File: config.mk
export PLATFORM = sky130hd
export DESIGN_NAME = bls_ctrl_flat
export DESIGN_NICKNAME = d
export VERILOG_FILES = /design/src/logic/bls_pkg.sv /design/src/logic/bls_link_if.sv /design/src/logic/bls_ctrl.sv /design/src/flat_wrapper.sv
export SDC_FILE = /design/constraint.sdc
export NUM_CORES = 1
export LEC_CHECK = 0
export BUFFER_PORTS_ARGS = -buffer_cell sky130_fd_sc_hd__buf_2
export CORE_ASPECT_RATIO = 0.9
export CORE_MARGIN = 4
export CORE_UTILIZATION = 65
export DETAILED_ROUTE_END_ITERATION = 10
export PLACE_DENSITY = 0.83
export SYNTH_ARGS = -nofsm -noshare
export SYNTH_HDL_FRONTEND = slang
export SYNTH_SLANG_ARGS = --single-unit
File: constraint.sdc
create_clock -name clk_sys_in -period 5 [get_ports clk_sys_in]
set_input_delay 1 -clock clk_sys_in [delete_from_list [all_inputs] [get_ports clk_sys_in]]
set_output_delay 1 -clock clk_sys_in [all_outputs]
set_load 0.02 [all_outputs]
File: src/logic/bls_pkg.sv
/*
 * Shared constants for the binary line sensor readout: the sensor end
 * and the scanner controller end both use them.
 * Assumes a single 40 MHz system clock common to both ends.
 */
// Overview of operation
// [RULE1] 2048 pixels, 32 segments of 64, shifted out
// [RULE2] Pixel above reference gives one, else zero
// [RULE3] Exactly 2048 serial bits per scan line
// [RULE4] First bit is the connector end pixel
// [RULE5] Controller supplies start pulse with sampling clock
// [RULE6] Clock after start shows the first pixel
// [RULE7] Each further clock shifts out the next pixel
// [RULE8] Controller stores each captured bit in buffer
// [RULE9] Controller waits for document before capturing lines
// [RULE10] Controller hands line over, repeats while paper present
// [RULE11] Start pulse high across exactly one clock fall
// [RULE12] Line period is interval between start pulses
// [RULE13] Sampling clock between 2.0 and 5.5 MHz; here 5 MHz, but held low with no limit while the FIFO cannot take a byte
// [RULE14] Controller counts 2048 bits; later clocks carry nothing
`default_nettype none
package bls_pkg;
    localparam int unsigned PIXELS        = 2048;
    localparam int unsigned SEGMENTS      = 32;
    localparam int unsigned SEG_PIXELS    = 64;
    localparam int unsigned LEVEL_W       = 8;
    localparam int unsigned CNT_W         = 12;
    localparam int unsigned BYTE_W        = 8;
    localparam int unsigned NBIT_W        = 3;
    localparam int unsigned FIFO_DEPTH    = 16;
    // Timing
    localparam int unsigned SYS_PERIOD_NS = 25;
    localparam int unsigned PCLK_PERIOD_NS = 200;
    localparam int unsigned PCLK_HIGH_NS  = 50;
    localparam int unsigned LINE_MIN_US   = 372;
    localparam int unsigned PCLK_DIV      = PCLK_PERIOD_NS / SYS_PERIOD_NS;
    localparam int unsigned PCLK_HIGH     = PCLK_HIGH_NS / SYS_PERIOD_NS;
    localparam int unsigned LINE_MIN_CYC  =
        (LINE_MIN_US * 1000 + SYS_PERIOD_NS - 1) / SYS_PERIOD_NS;
    localparam int unsigned PHASE_W       = 3;
    localparam int unsigned TIMER_W       = 16;
    localparam logic [PHASE_W-1:0] PH_SAMPLE = 3'h6;
    localparam logic [PHASE_W-1:0] PH_LAST   = 3'h7;
    localparam logic [CNT_W-1:0]   CNT_ALL   = 12'h800;
    localparam logic [CNT_W-1:0]   CNT_ZERO  = 12'h000;
    localparam logic [NBIT_W-1:0]  NBIT_LAST = 3'h7;
    typedef enum {CS_IDLE, CS_START, CS_SHIFT, CS_DONE} bls_ctl_state_e;
endpackage
`default_nettype wire

File: src/logic/bls_link_if.sv
/*
 * Link between sensor module and scanner controller.
 * Assumes both ends run on the same system clock.
 */
`timescale 1ns/1ps
`default_nettype none
interface bls_link_if;
    logic line_start_pulse;   // Start of line, from controller
    logic pixel_sample_clock; // Sampling clock, from controller
    logic serial_pixel_out;   // Binary pixel stream, from sensor
    modport sensor (input line_start_pulse, input pixel_sample_clock,
                    output serial_pixel_out);
    modport ctrl (output line_start_pulse, output pixel_sample_clock,
                  input serial_pixel_out);
endinterface
`default_nettype wire

File: src/logic/bls_ctrl.sv
/*
 * Scanner controller end with its line buffer FIFO. Generates start
 * pulse and 5 MHz sampling clock, packs pixels into bytes LSB first.
 * Assumes the sensor shares clk_sys_in.
 */
`timescale 1ns/1ps
`default_nettype none
module bls_fifo #(
    parameter int unsigned WIDTH = 8,
    parameter int unsigned DEPTH = 16
) (
    input  wire logic             clk_sys_in,     // System clock
    input  wire logic             reset_in,       // Async reset
    input  wire logic             push_valid_in,  // Write request
    output logic                  push_ready_out, // Not full
    input  wire logic [WIDTH-1:0] push_data_in,   // Write data
    output logic                  pop_valid_out,  // Not empty
    input  wire logic             pop_ready_in,   // Read accept
    output logic      [WIDTH-1:0] pop_data_out    // Head word
);
    localparam int unsigned AW = $clog2(DEPTH);
    logic [WIDTH-1:0] mem_r [DEPTH];
    logic [AW-1:0]    wr_r, wr_nxt, rd_r, rd_nxt;
    logic [AW:0]      cnt_r, cnt_nxt;
    logic             wr, rd;

    assign push_ready_out = cnt_r != DEPTH[AW:0];
    assign pop_valid_out  = cnt_r != '0;
    assign pop_data_out   = mem_r[rd_r];
    assign wr = push_valid_in & push_ready_out;
    assign rd = pop_valid_out & pop_ready_in;

    always_comb begin
        wr_nxt  = wr ? AW'(wr_r + 1'b1) : wr_r;
        rd_nxt  = rd ? AW'(rd_r + 1'b1) : rd_r;
        cnt_nxt = cnt_r;
        if (wr && !rd) cnt_nxt = cnt_r + 1'b1;
        if (rd && !wr) cnt_nxt = cnt_r - 1'b1;
    end

    always_ff @(posedge clk_sys_in or posedge reset_in) begin
        if (reset_in) begin
            wr_r  <= '0;
            rd_r  <= '0;
            cnt_r <= '0;
        end else begin
            wr_r  <= wr_nxt;
            rd_r  <= rd_nxt;
            cnt_r <= cnt_nxt;
        end
    end

    always_ff @(posedge clk_sys_in) begin
        if (wr) mem_r[wr_r] <= push_data_in;
    end
endmodule

module bls_ctrl #(
    parameter int unsigned LINE_CYCLES = bls_pkg::LINE_MIN_CYC
) (
    input  wire logic       clk_sys_in,      // System clock
    input  wire logic       reset_in,        // Async reset, active high
    bls_link_if.ctrl        link,            // Link to sensor
    input  wire logic       scan_enable_in,  // Circuits ready to scan
    input  wire logic       paper_present_in, // Paper sensing switch
    output logic [bls_pkg::BYTE_W-1:0]
                            host_data_out,   // Pixel byte, LSB first pixel
    output logic            host_valid_out,  // Byte available
    input  wire logic       host_ready_in,   // Host takes byte
    output logic            line_done_out,   // One-cycle end of line
    output logic            busy_out         // Line capture running
);
    bls_pkg::bls_ctl_state_e    st_r, st_nxt;
    logic [bls_pkg::PHASE_W-1:0] ph_r, ph_nxt;
    logic [bls_pkg::CNT_W-1:0]   bits_r, bits_nxt;
    logic [bls_pkg::BYTE_W-1:0]  byte_r, byte_nxt, pdata_r, pdata_nxt;
    logic [bls_pkg::NBIT_W-1:0]  nbit_r, nbit_nxt;
    logic [bls_pkg::TIMER_W-1:0] tmr_r, tmr_nxt;
    logic psc_r, psc_nxt, lsp_r, lsp_nxt, push_r, push_nxt;
    logic done_r, done_nxt, busy_r, busy_nxt, fifo_ready;
    logic hold;

    bls_fifo #(
        .WIDTH (bls_pkg::BYTE_W),
        .DEPTH (bls_pkg::FIFO_DEPTH)
    ) u_bls_fifo (
        .clk_sys_in     (clk_sys_in),
        .reset_in       (reset_in),
        .push_valid_in  (push_r),
        .push_ready_out (fifo_ready),
        .push_data_in   (pdata_r),
        .pop_valid_out  (host_valid_out),
        .pop_ready_in   (host_ready_in),
        .pop_data_out   (host_data_out)
    );

    // Wraps the phase counter after the last phase of a period
    function automatic logic [bls_pkg::PHASE_W-1:0] ph_inc(
        input logic [bls_pkg::PHASE_W-1:0] p);
        return (p == bls_pkg::PH_LAST) ? '0 : p + 1'b1;
    endfunction

    // Stall clock low while the buffer cannot take a byte
    assign hold = (ph_r == bls_pkg::PH_LAST) && push_r && !fifo_ready;

    always_comb begin
        st_nxt    = st_r;
        ph_nxt    = ph_r;
        bits_nxt  = bits_r;
        byte_nxt  = byte_r;
        nbit_nxt  = nbit_r;
        pdata_nxt = pdata_r;
        lsp_nxt   = lsp_r;
        done_nxt  = 1'b0;
        push_nxt  = push_r && !fifo_ready; // [RULE8]
        tmr_nxt   = (tmr_r == {bls_pkg::TIMER_W{1'b1}}) ? tmr_r
                                                       : tmr_r + 1'b1;
        case (st_r)
            bls_pkg::CS_IDLE: begin
                ph_nxt = bls_pkg::PH_LAST;
                if (scan_enable_in && paper_present_in) begin // [RULE9]
                    st_nxt  = bls_pkg::CS_START;
                    ph_nxt  = '0;
                    lsp_nxt = 1'b1;                           // [RULE5]
                    tmr_nxt = '0;                             // [RULE12]
                end
            end
            bls_pkg::CS_START: begin
                ph_nxt = ph_inc(ph_r);
                if (ph_r == bls_pkg::PH_LAST) begin
                    lsp_nxt  = 1'b0;  // One fall only [RULE11]
                    st_nxt   = bls_pkg::CS_SHIFT;
                    bits_nxt = bls_pkg::CNT_ZERO;
                    nbit_nxt = '0;
                end
            end
            bls_pkg::CS_SHIFT: begin
                if (!hold) ph_nxt = ph_inc(ph_r);
                if (ph_r == bls_pkg::PH_SAMPLE) begin
                    byte_nxt = {link.serial_pixel_out,
                                byte_r[bls_pkg::BYTE_W-1:1]};
                    nbit_nxt = nbit_r + 1'b1;
                    bits_nxt = bits_r + 1'b1;                 // [RULE14]
                    if (nbit_r == bls_pkg::NBIT_LAST) begin
                        push_nxt  = 1'b1;
                        pdata_nxt = byte_nxt;
                    end
                end
                if (ph_r == bls_pkg::PH_LAST && !hold
                    && bits_r == bls_pkg::CNT_ALL) begin      // [RULE3]
                    st_nxt   = bls_pkg::CS_DONE;
                    done_nxt = 1'b1;                          // [RULE10]
                end
            end
            bls_pkg::CS_DONE: begin
                ph_nxt = bls_pkg::PH_LAST;
                if (tmr_r >= LINE_CYCLES[bls_pkg::TIMER_W-1:0]) begin
                    if (scan_enable_in && paper_present_in) begin
                        st_nxt  = bls_pkg::CS_START;          // [RULE10]
                        ph_nxt  = '0;
                        lsp_nxt = 1'b1;
                        tmr_nxt = '0;                         // [RULE12]
                    end else begin
                        st_nxt = bls_pkg::CS_IDLE;
                    end
                end
            end
            default: st_nxt = bls_pkg::CS_IDLE;
        endcase
        // 200 ns period, 50 ns high [RULE13]
        psc_nxt  = (st_nxt == bls_pkg::CS_START
                    || st_nxt == bls_pkg::CS_SHIFT)
                   && (ph_nxt < bls_pkg::PCLK_HIGH[bls_pkg::PHASE_W-1:0]);
        busy_nxt = st_nxt != bls_pkg::CS_IDLE;
    end

    always_ff @(posedge clk_sys_in or posedge reset_in) begin
        if (reset_in) begin
            st_r    <= bls_pkg::CS_IDLE;
            ph_r    <= bls_pkg::PH_LAST;
            bits_r  <= '0;
            byte_r  <= '0;
            nbit_r  <= '0;
            pdata_r <= '0;
            tmr_r   <= '0;
            psc_r   <= 1'b0;
            lsp_r   <= 1'b0;
            push_r  <= 1'b0;
            done_r  <= 1'b0;
            busy_r  <= 1'b0;
        end else begin
            st_r    <= st_nxt;
            ph_r    <= ph_nxt;
            bits_r  <= bits_nxt;
            byte_r  <= byte_nxt;
            nbit_r  <= nbit_nxt;
            pdata_r <= pdata_nxt;
            tmr_r   <= tmr_nxt;
            psc_r   <= psc_nxt;
            lsp_r   <= lsp_nxt;
            push_r  <= push_nxt;
            done_r  <= done_nxt;
            busy_r  <= busy_nxt;
        end
    end

    assign link.pixel_sample_clock = psc_r;
    assign link.line_start_pulse   = lsp_r;
    assign line_done_out           = done_r;
    assign busy_out                = busy_r;
endmodule
`default_nettype wire

File: src/flat_wrapper.sv
// flat-port wrapper written by rule: the top's interface ports become plain ports
module bls_ctrl_flat 
#(
    parameter int unsigned LINE_CYCLES = bls_pkg::LINE_MIN_CYC
)
  (clk_sys_in, reset_in, scan_enable_in, paper_present_in, host_data_out, host_valid_out, host_ready_in, line_done_out, busy_out, link_line_start_pulse, link_pixel_sample_clock, link_serial_pixel_out);
  bls_link_if link_i ();
  input  wire logic clk_sys_in;
  input  wire logic reset_in;
  input  wire logic scan_enable_in;
  input  wire logic paper_present_in;
  output logic [bls_pkg::BYTE_W-1:0] host_data_out;
  output logic host_valid_out;
  input  wire logic host_ready_in;
  output logic line_done_out;
  output logic busy_out;
  output wire logic [$bits(link_i.line_start_pulse)-1:0] link_line_start_pulse;
  output wire logic [$bits(link_i.pixel_sample_clock)-1:0] link_pixel_sample_clock;
  input wire logic [$bits(link_i.serial_pixel_out)-1:0] link_serial_pixel_out;
  assign link_line_start_pulse = link_i.line_start_pulse;
  assign link_pixel_sample_clock = link_i.pixel_sample_clock;
  assign link_i.serial_pixel_out = link_serial_pixel_out;
  bls_ctrl #(.LINE_CYCLES(LINE_CYCLES)) u_core (.clk_sys_in(clk_sys_in), .reset_in(reset_in), .link(link_i), .scan_enable_in(scan_enable_in), .paper_present_in(paper_present_in), .host_data_out(host_data_out), .host_valid_out(host_valid_out), .host_ready_in(host_ready_in), .line_done_out(line_done_out), .busy_out(busy_out));
endmodule
Word-level counts from Yosys, hierarchy flattened
Memory sizes are Yosys's and may differ from the RTL's. Index checks and enable logic that the tools add are counted.

Multiplexer cells: 34. Bitwise logic cells: 2. $add $sub $neg: 8. Equality and inequality tests: 14. Order comparisons: 2. Reduce and logical (&&, ||, !) cells: 24.

Operator list (number): $mux W32 (4); $pmux W32 S4 (1); $eq A32 B2 Y1 const B (3); $mux W16 (3); $eq A32 B1 Y1 const B (1); $eq A32 B3 Y1 const B (1); $logic_not A32 Y1 (1); $pmux W16 S2 (1); $reduce_bool A32 Y1 (1); $mux W12 (2); $pmux W12 S2 (1); $mux W3 (6); $add A16 B1 Y16 const B (1); $eq A16 B16 Y1 const B (1); $ge A16 B14 Y1 const B (1); $add A12 B1 Y12 const B (1); $eq A12 B12 Y1 const B (1); $pmux W3 S4 (1); $mux W1 (11); $mux W5 (2); $eq A3 B3 Y1 const B (3); $logic_and A1 B1 Y1 (9); $reduce_and A3 Y1 (3); $add A4 B1 Y4 const B (2); other kinds (15) (23).

Bits of input ports: 6. Bits in registers: 100. Memories kept: 1. Logic and storage cells: 100. Output and inout port bits: 13. Bits in writable memories: 128.

Memories: u_core.u_bls_fifo.mem_r (depth 16, bits a word 8, read ports 1, clocked after Yosys merged registers in 0, write ports 1, line bls_ctrl.sv:22) `logic [WIDTH-1:0] mem_r [DEPTH];`.

Logic depth before layout (Yosys ltp)
Depth after elaboration: 11. Depth in mapped cells: 12. Gate-level depth less buffers: 11.

Hierarchy
From an unflattened synthesis, not the netlist that was laid out.

Cell total of the unflattened synthesis: 647. Area, all modules: 9500.4 um2.

Modules (own cells, without submodules): bls_fifo (cells an instance 320, instances 1, area an instance 5769.3 um2); bls_ctrl (cells an instance 327, instances 1, area an instance 3731.1 um2).

Least setup slack after synthesis
No wires, ideal clock.

Path type: register to output. Start point: register u_core.u_bls_fifo.rd_r[0]. End point: output port host_data_out[0] (netlist bit). Buffers on the path: 2. Required time: 4000 ps. Arrival time: 2032 ps. Stages on the path, launching flop included: 5. Slack: 1968 ps. Cell sequence: dfrtp_1 -> clkbuf_1 -> buf_2 -> mux4_2 -> mux4_2.

Longest elaborated chain between the ends: 1.

Ends and longest elaborated chain: start: declaration (line bls_ctrl.sv:23) `logic [AW-1:0] wr_r, wr_nxt, rd_r, rd_nxt;`; start signal: assignment (line bls_ctrl.sv:48) `rd_r <= rd_nxt;`; $mem_v2 Z16 W8; end: declaration (line flat_wrapper.sv:12) `output logic [bls_pkg::BYTE_W-1:0] host_data_out;`.

Every way passes these cells.

Final worst setup path
Start point: register u_core.u_bls_fifo.rd_r[0]. End point: output port host_data_out[4] (netlist bit).

Same word-level chain as after synthesis.

==> results_dict.tcl <==
set metrics [dict create \
    clock_skew_ns 0.0160 \
    routed_wl_um 18700 \
    slew_viol_final 0 \
    netlist_area_um2 9410 \
    rows 41 \
    finalHoldViolCount 0 \
    endpoint_kind "primary output" \
    portBuffers 18 \
    fmax_ghz 0.249 \
    antennaDiodeCount 0 \
    firstDrtPassIters 5 \
    path_clk_slew_ns 0.06 \
    area.growth.synth_to_final_pct 12.1 \
    switching_share 0.261 \
    hold-path-cell-count 1 \
    max_cap_viol_count 0 \
    critPathRequiredTime_ns 4.00 \
    worstMarginPinSlew_ns 1.22 \
    htreeDepth 1 \
    cp_cell_sequence "mux4_2 > mux4_2 > buf_2" \
    cts.repair.resized 0 \
    final_layout_size_suffix_gt1_frac 0.199 \
    wl_per_cell_um 22.0 \
    post_cts_buffers 0 \
    timing.final.crit_share 0.803 \
    instances_no_fill 852 \
    clockPowerShare 0.376 \
    setup_viol 0 \
    io-pin-count 19 \
    syn_inst 590 \
    drc 0 \
    synth_area_per_cell_um2 15.9 \
    grt_pass1_wl_um 30100 \
    hold_path_end "u_core.pdata_r[0]$_DFFE_PP0P_" \
    r2r_slack_ns 1.74 \
    yosys_most_used_dff "edfxtp_1" \
    antenna_found_initial 0 \
    dieHeight_um 122 \
    p_leak_nw 3.65 \
    fin_nets 667 \
    min_from "u_core.byte_r[1]$_DFFE_PP0P_" \
    coreArea_um2 14100 \
    fp.dieW_um 135 \
    crit_type "flop to primary output" \
    final_cell_mix "128 x edfxtp_1, 95 x dfrtp_1, 40 x mux4_2" \
    grt_max_degree 75 \
    dp_cells 810 \
    clockRootBuffer "clkbuf_16" \
    combPwrFrac 0.117 \
    path_delay_family "multiplexers" \
    tritoncts "yes" \
    setup_tns_ns 0 \
    cp_common_cell "mux4_2" \
    track_usage 0.240 \
    path_max_fanout 35 \
    clock_latency_ns 0.51 \
    first_global_vias 5507 \
    r2r_cells 11 \
    clockBufferDepth 3 \
    fin_crit_ns 4.02 \
    rr_startpoint "u_core.u_bls_fifo.cnt_r[1]$_DFFE_PP0P_" \
    ys_types 65 \
    cts.sinks 227 \
    dp_hpwl_um 11300 \
    outcome "finished, final reports clean" \
    ant_nets 0 \
    ctsHoldBuffers 0 \
    internal_power_mw 3.37 \
    yosysWarnings 0 \
    power_per_cell_area_nw_per_um2 433 \
    die_area_um2 16500 \
    drtIter0Drc 343 \
    numCtsBuffers 23 \
    final_common_cell "edfxtp_1" \
    synth_edf_count 128 \
    via_per_inst 6.13 \
    crit_path_start_kind "flop" \
    vias 5222 \
    yosysSeqAreaShare 0.672 \
    overflow 0 \
    r2r_end "u_core.u_bls_fifo.cnt_r[4]$_DFFE_PP0P_" \
    rsz0062_at_grt "no" \
    max_stage_delay_ns 1.11 \
    slowest_stage "dfrtp_2" \
    place_congestion 0.840 \
    start_util 0.667 \
    hp-class "flop to flop" \
    vdd_drop_max_uv 335 \
    path_buf_inv 1 \
    relSlewSlack 0.183 \
    crit_arrival_ns 3.02 \
    p_seq_frac 0.506 \
    async_flop_share 0.436 \
    p_sw_mw 1.19 \
    synth-seq-cells 227 \
]
## kinds of logic after synthesis
group           after synthesis  share of synthesized area
flops                       227                      0.672
simple gates                154                     0.0936
compound gates               64                     0.0479
mux                          60                      0.119
buf+inv                      42                     0.0189
xor+xnor                     23                     0.0214
fa+ha+maj                    19                     0.0261
other cells                   1                   0.000399
## layout make-up
| cell class | instances | area [µm²] |
|---|---|---|
| flip-flops and latches | 227 | 6330 |
| fillers | 844 | 3560 |
| multi-input cells | 350 | 3030 |
| clock buffers | 27 | 601 |
| well taps | 193 | 241 |
| clock inverters | 15 | 161 |
| repair buffers | 21 | 113 |
| inverters | 19 | 73.8 |
## per-layer routing
metal,part of all wire,vias to the layer above,track usage
met2,0.55,183,0.429
met5,0,-,0
met1,0.38,2674,0.306
met3,0.053,39,0.0462
met4,0.022,0,0.0604
li1,-,2326,-
## cells in the mapped netlist, types with 2 or more instances
master / n / area share
or4_1: 4 / 0.0032
xor2_1: 6 / 0.0056
o21ai_0: 8 / 0.0043
nand4_1: 8 / 0.0053
nand2_1: 32 / 0.013
dfstp_2: 3 / 0.0084
edfxtp_1: 128 / 0.41
a31oi_1: 2 / 0.0013
nor3_1: 13 / 0.0069
inv_1: 19 / 0.0076
nand3_1: 12 / 0.0064
ha_1: 18 / 0.024
and3_1: 4 / 0.0027
xnor2_1: 17 / 0.016
or3_1: 5 / 0.0033
a21oi_1: 13 / 0.0069
nor4_2: 3 / 0.0040
o31ai_1: 5 / 0.0040
and2_1: 4 / 0.0027
dfrtp_1: 96 / 0.26
mux2i_1: 2 / 0.0021
nor4_1: 8 / 0.0053
mux4_2: 40 / 0.096
nor4_4: 4 / 0.0090
mux2_2: 9 / 0.011
nor2b_1: 2 / 0.0013
buf_2: 7 / 0.0037
a22o_1: 4 / 0.0037
nand2b_1: 6 / 0.0040
and4_1: 2 / 0.0019
buf_1: 4 / 0.0016
clkbuf_1: 10 / 0.0040
a41oi_1: 3 / 0.0028
or2_0: 2 / 0.0013
a21o_1: 5 / 0.0040
a211oi_1: 8 / 0.0064
mux2_1: 9 / 0.011
nor2_1: 37 / 0.015
o21bai_1: 2 / 0.0016
## metrics by stage
stage | power [mW] | worst slack [ns] | area [µm²] | hold slack (ns) | utilization
finish | 4.56 | 0.984 | 10600 | 0.496 | 0.748
global route | 4.76 | 0.767 | 10600 | 0.529 | 0.748
CTS | 4.60 | 0.887 | 10600 | 0.498 | 0.748
detailed placement | 2.88 | 1.46 | 9790 | 0.475 | 0.694
global placement | 2.83 | 1.60 | 9790 | 0.479 | 0.694
floorplan | 2.74 | 1.41 | 9520 | 0.460 | -
## how the worst max path moves through the flow
stage	from	to	slack, ns	cells after the start
2_1_floorplan	reset_in	u_core.bits_r[0]$_DFFE_PP0P_	1.41	1
4_1_cts	u_core.u_bls_fifo.rd_r[0]$_DFFE_PP0P_	host_data_out[4]	0.89	3
5_1_grt	u_core.u_bls_fifo.rd_r[0]$_DFFE_PP0P_	host_data_out[4]	0.77	3
3_5_place_dp	u_core.u_bls_fifo.rd_r[0]$_DFFE_PP0P_	host_data_out[4]	1.46	3
6_report	u_core.u_bls_fifo.rd_r[0]$_DFFE_PP0P_	host_data_out[4]	0.98	3
3_3_place_gp	u_core.u_bls_fifo.rd_r[0]$_DFFE_PP0P_	host_data_out[2]	1.60	3
## power groups by stage
stage	Clock, mW	Sequential, mW	Combinational (mW)
2_1_floorplan	0	2.19	0.549
3_3_place_gp	0	2.33	0.496
3_5_place_dp	0	2.35	0.529
4_1_cts	1.75	2.32	0.539
5_1_grt	1.83	2.34	0.592
6_report	1.72	2.31	0.536
## worst register-to-register path, stage by stage, from the launching register on
cell and delay (ns):
dfrtp_1 0.42, nor4_1 0.71, a21boi_1 0.39, inv_1 0.13, ha_1 0.25, inv_1 0.12
fa_1 0.42, nor2b_1 0.11, o21ai_0 0.11, and3_1 0.20, nor3_1 0.17, xnor2_1 0.14
## flip-flops by register name, summed over array words and instances (netlist names), 3 cells and up
signal / count
u_core.nbit_r: 3
u_core.u_bls_fifo.rd_r: 4
u_core.u_bls_fifo.wr_r: 4
u_core.byte_r: 7
u_core.st_r: 32
u_core.pdata_r: 8
u_core.u_bls_fifo.cnt_r: 5
u_core.bits_r: 12
u_core.ph_r: 3
u_core.tmr_r: 16
u_core.u_bls_fifo.mem_r: 128
Note: power is estimated with default switching activity, not from simulation.
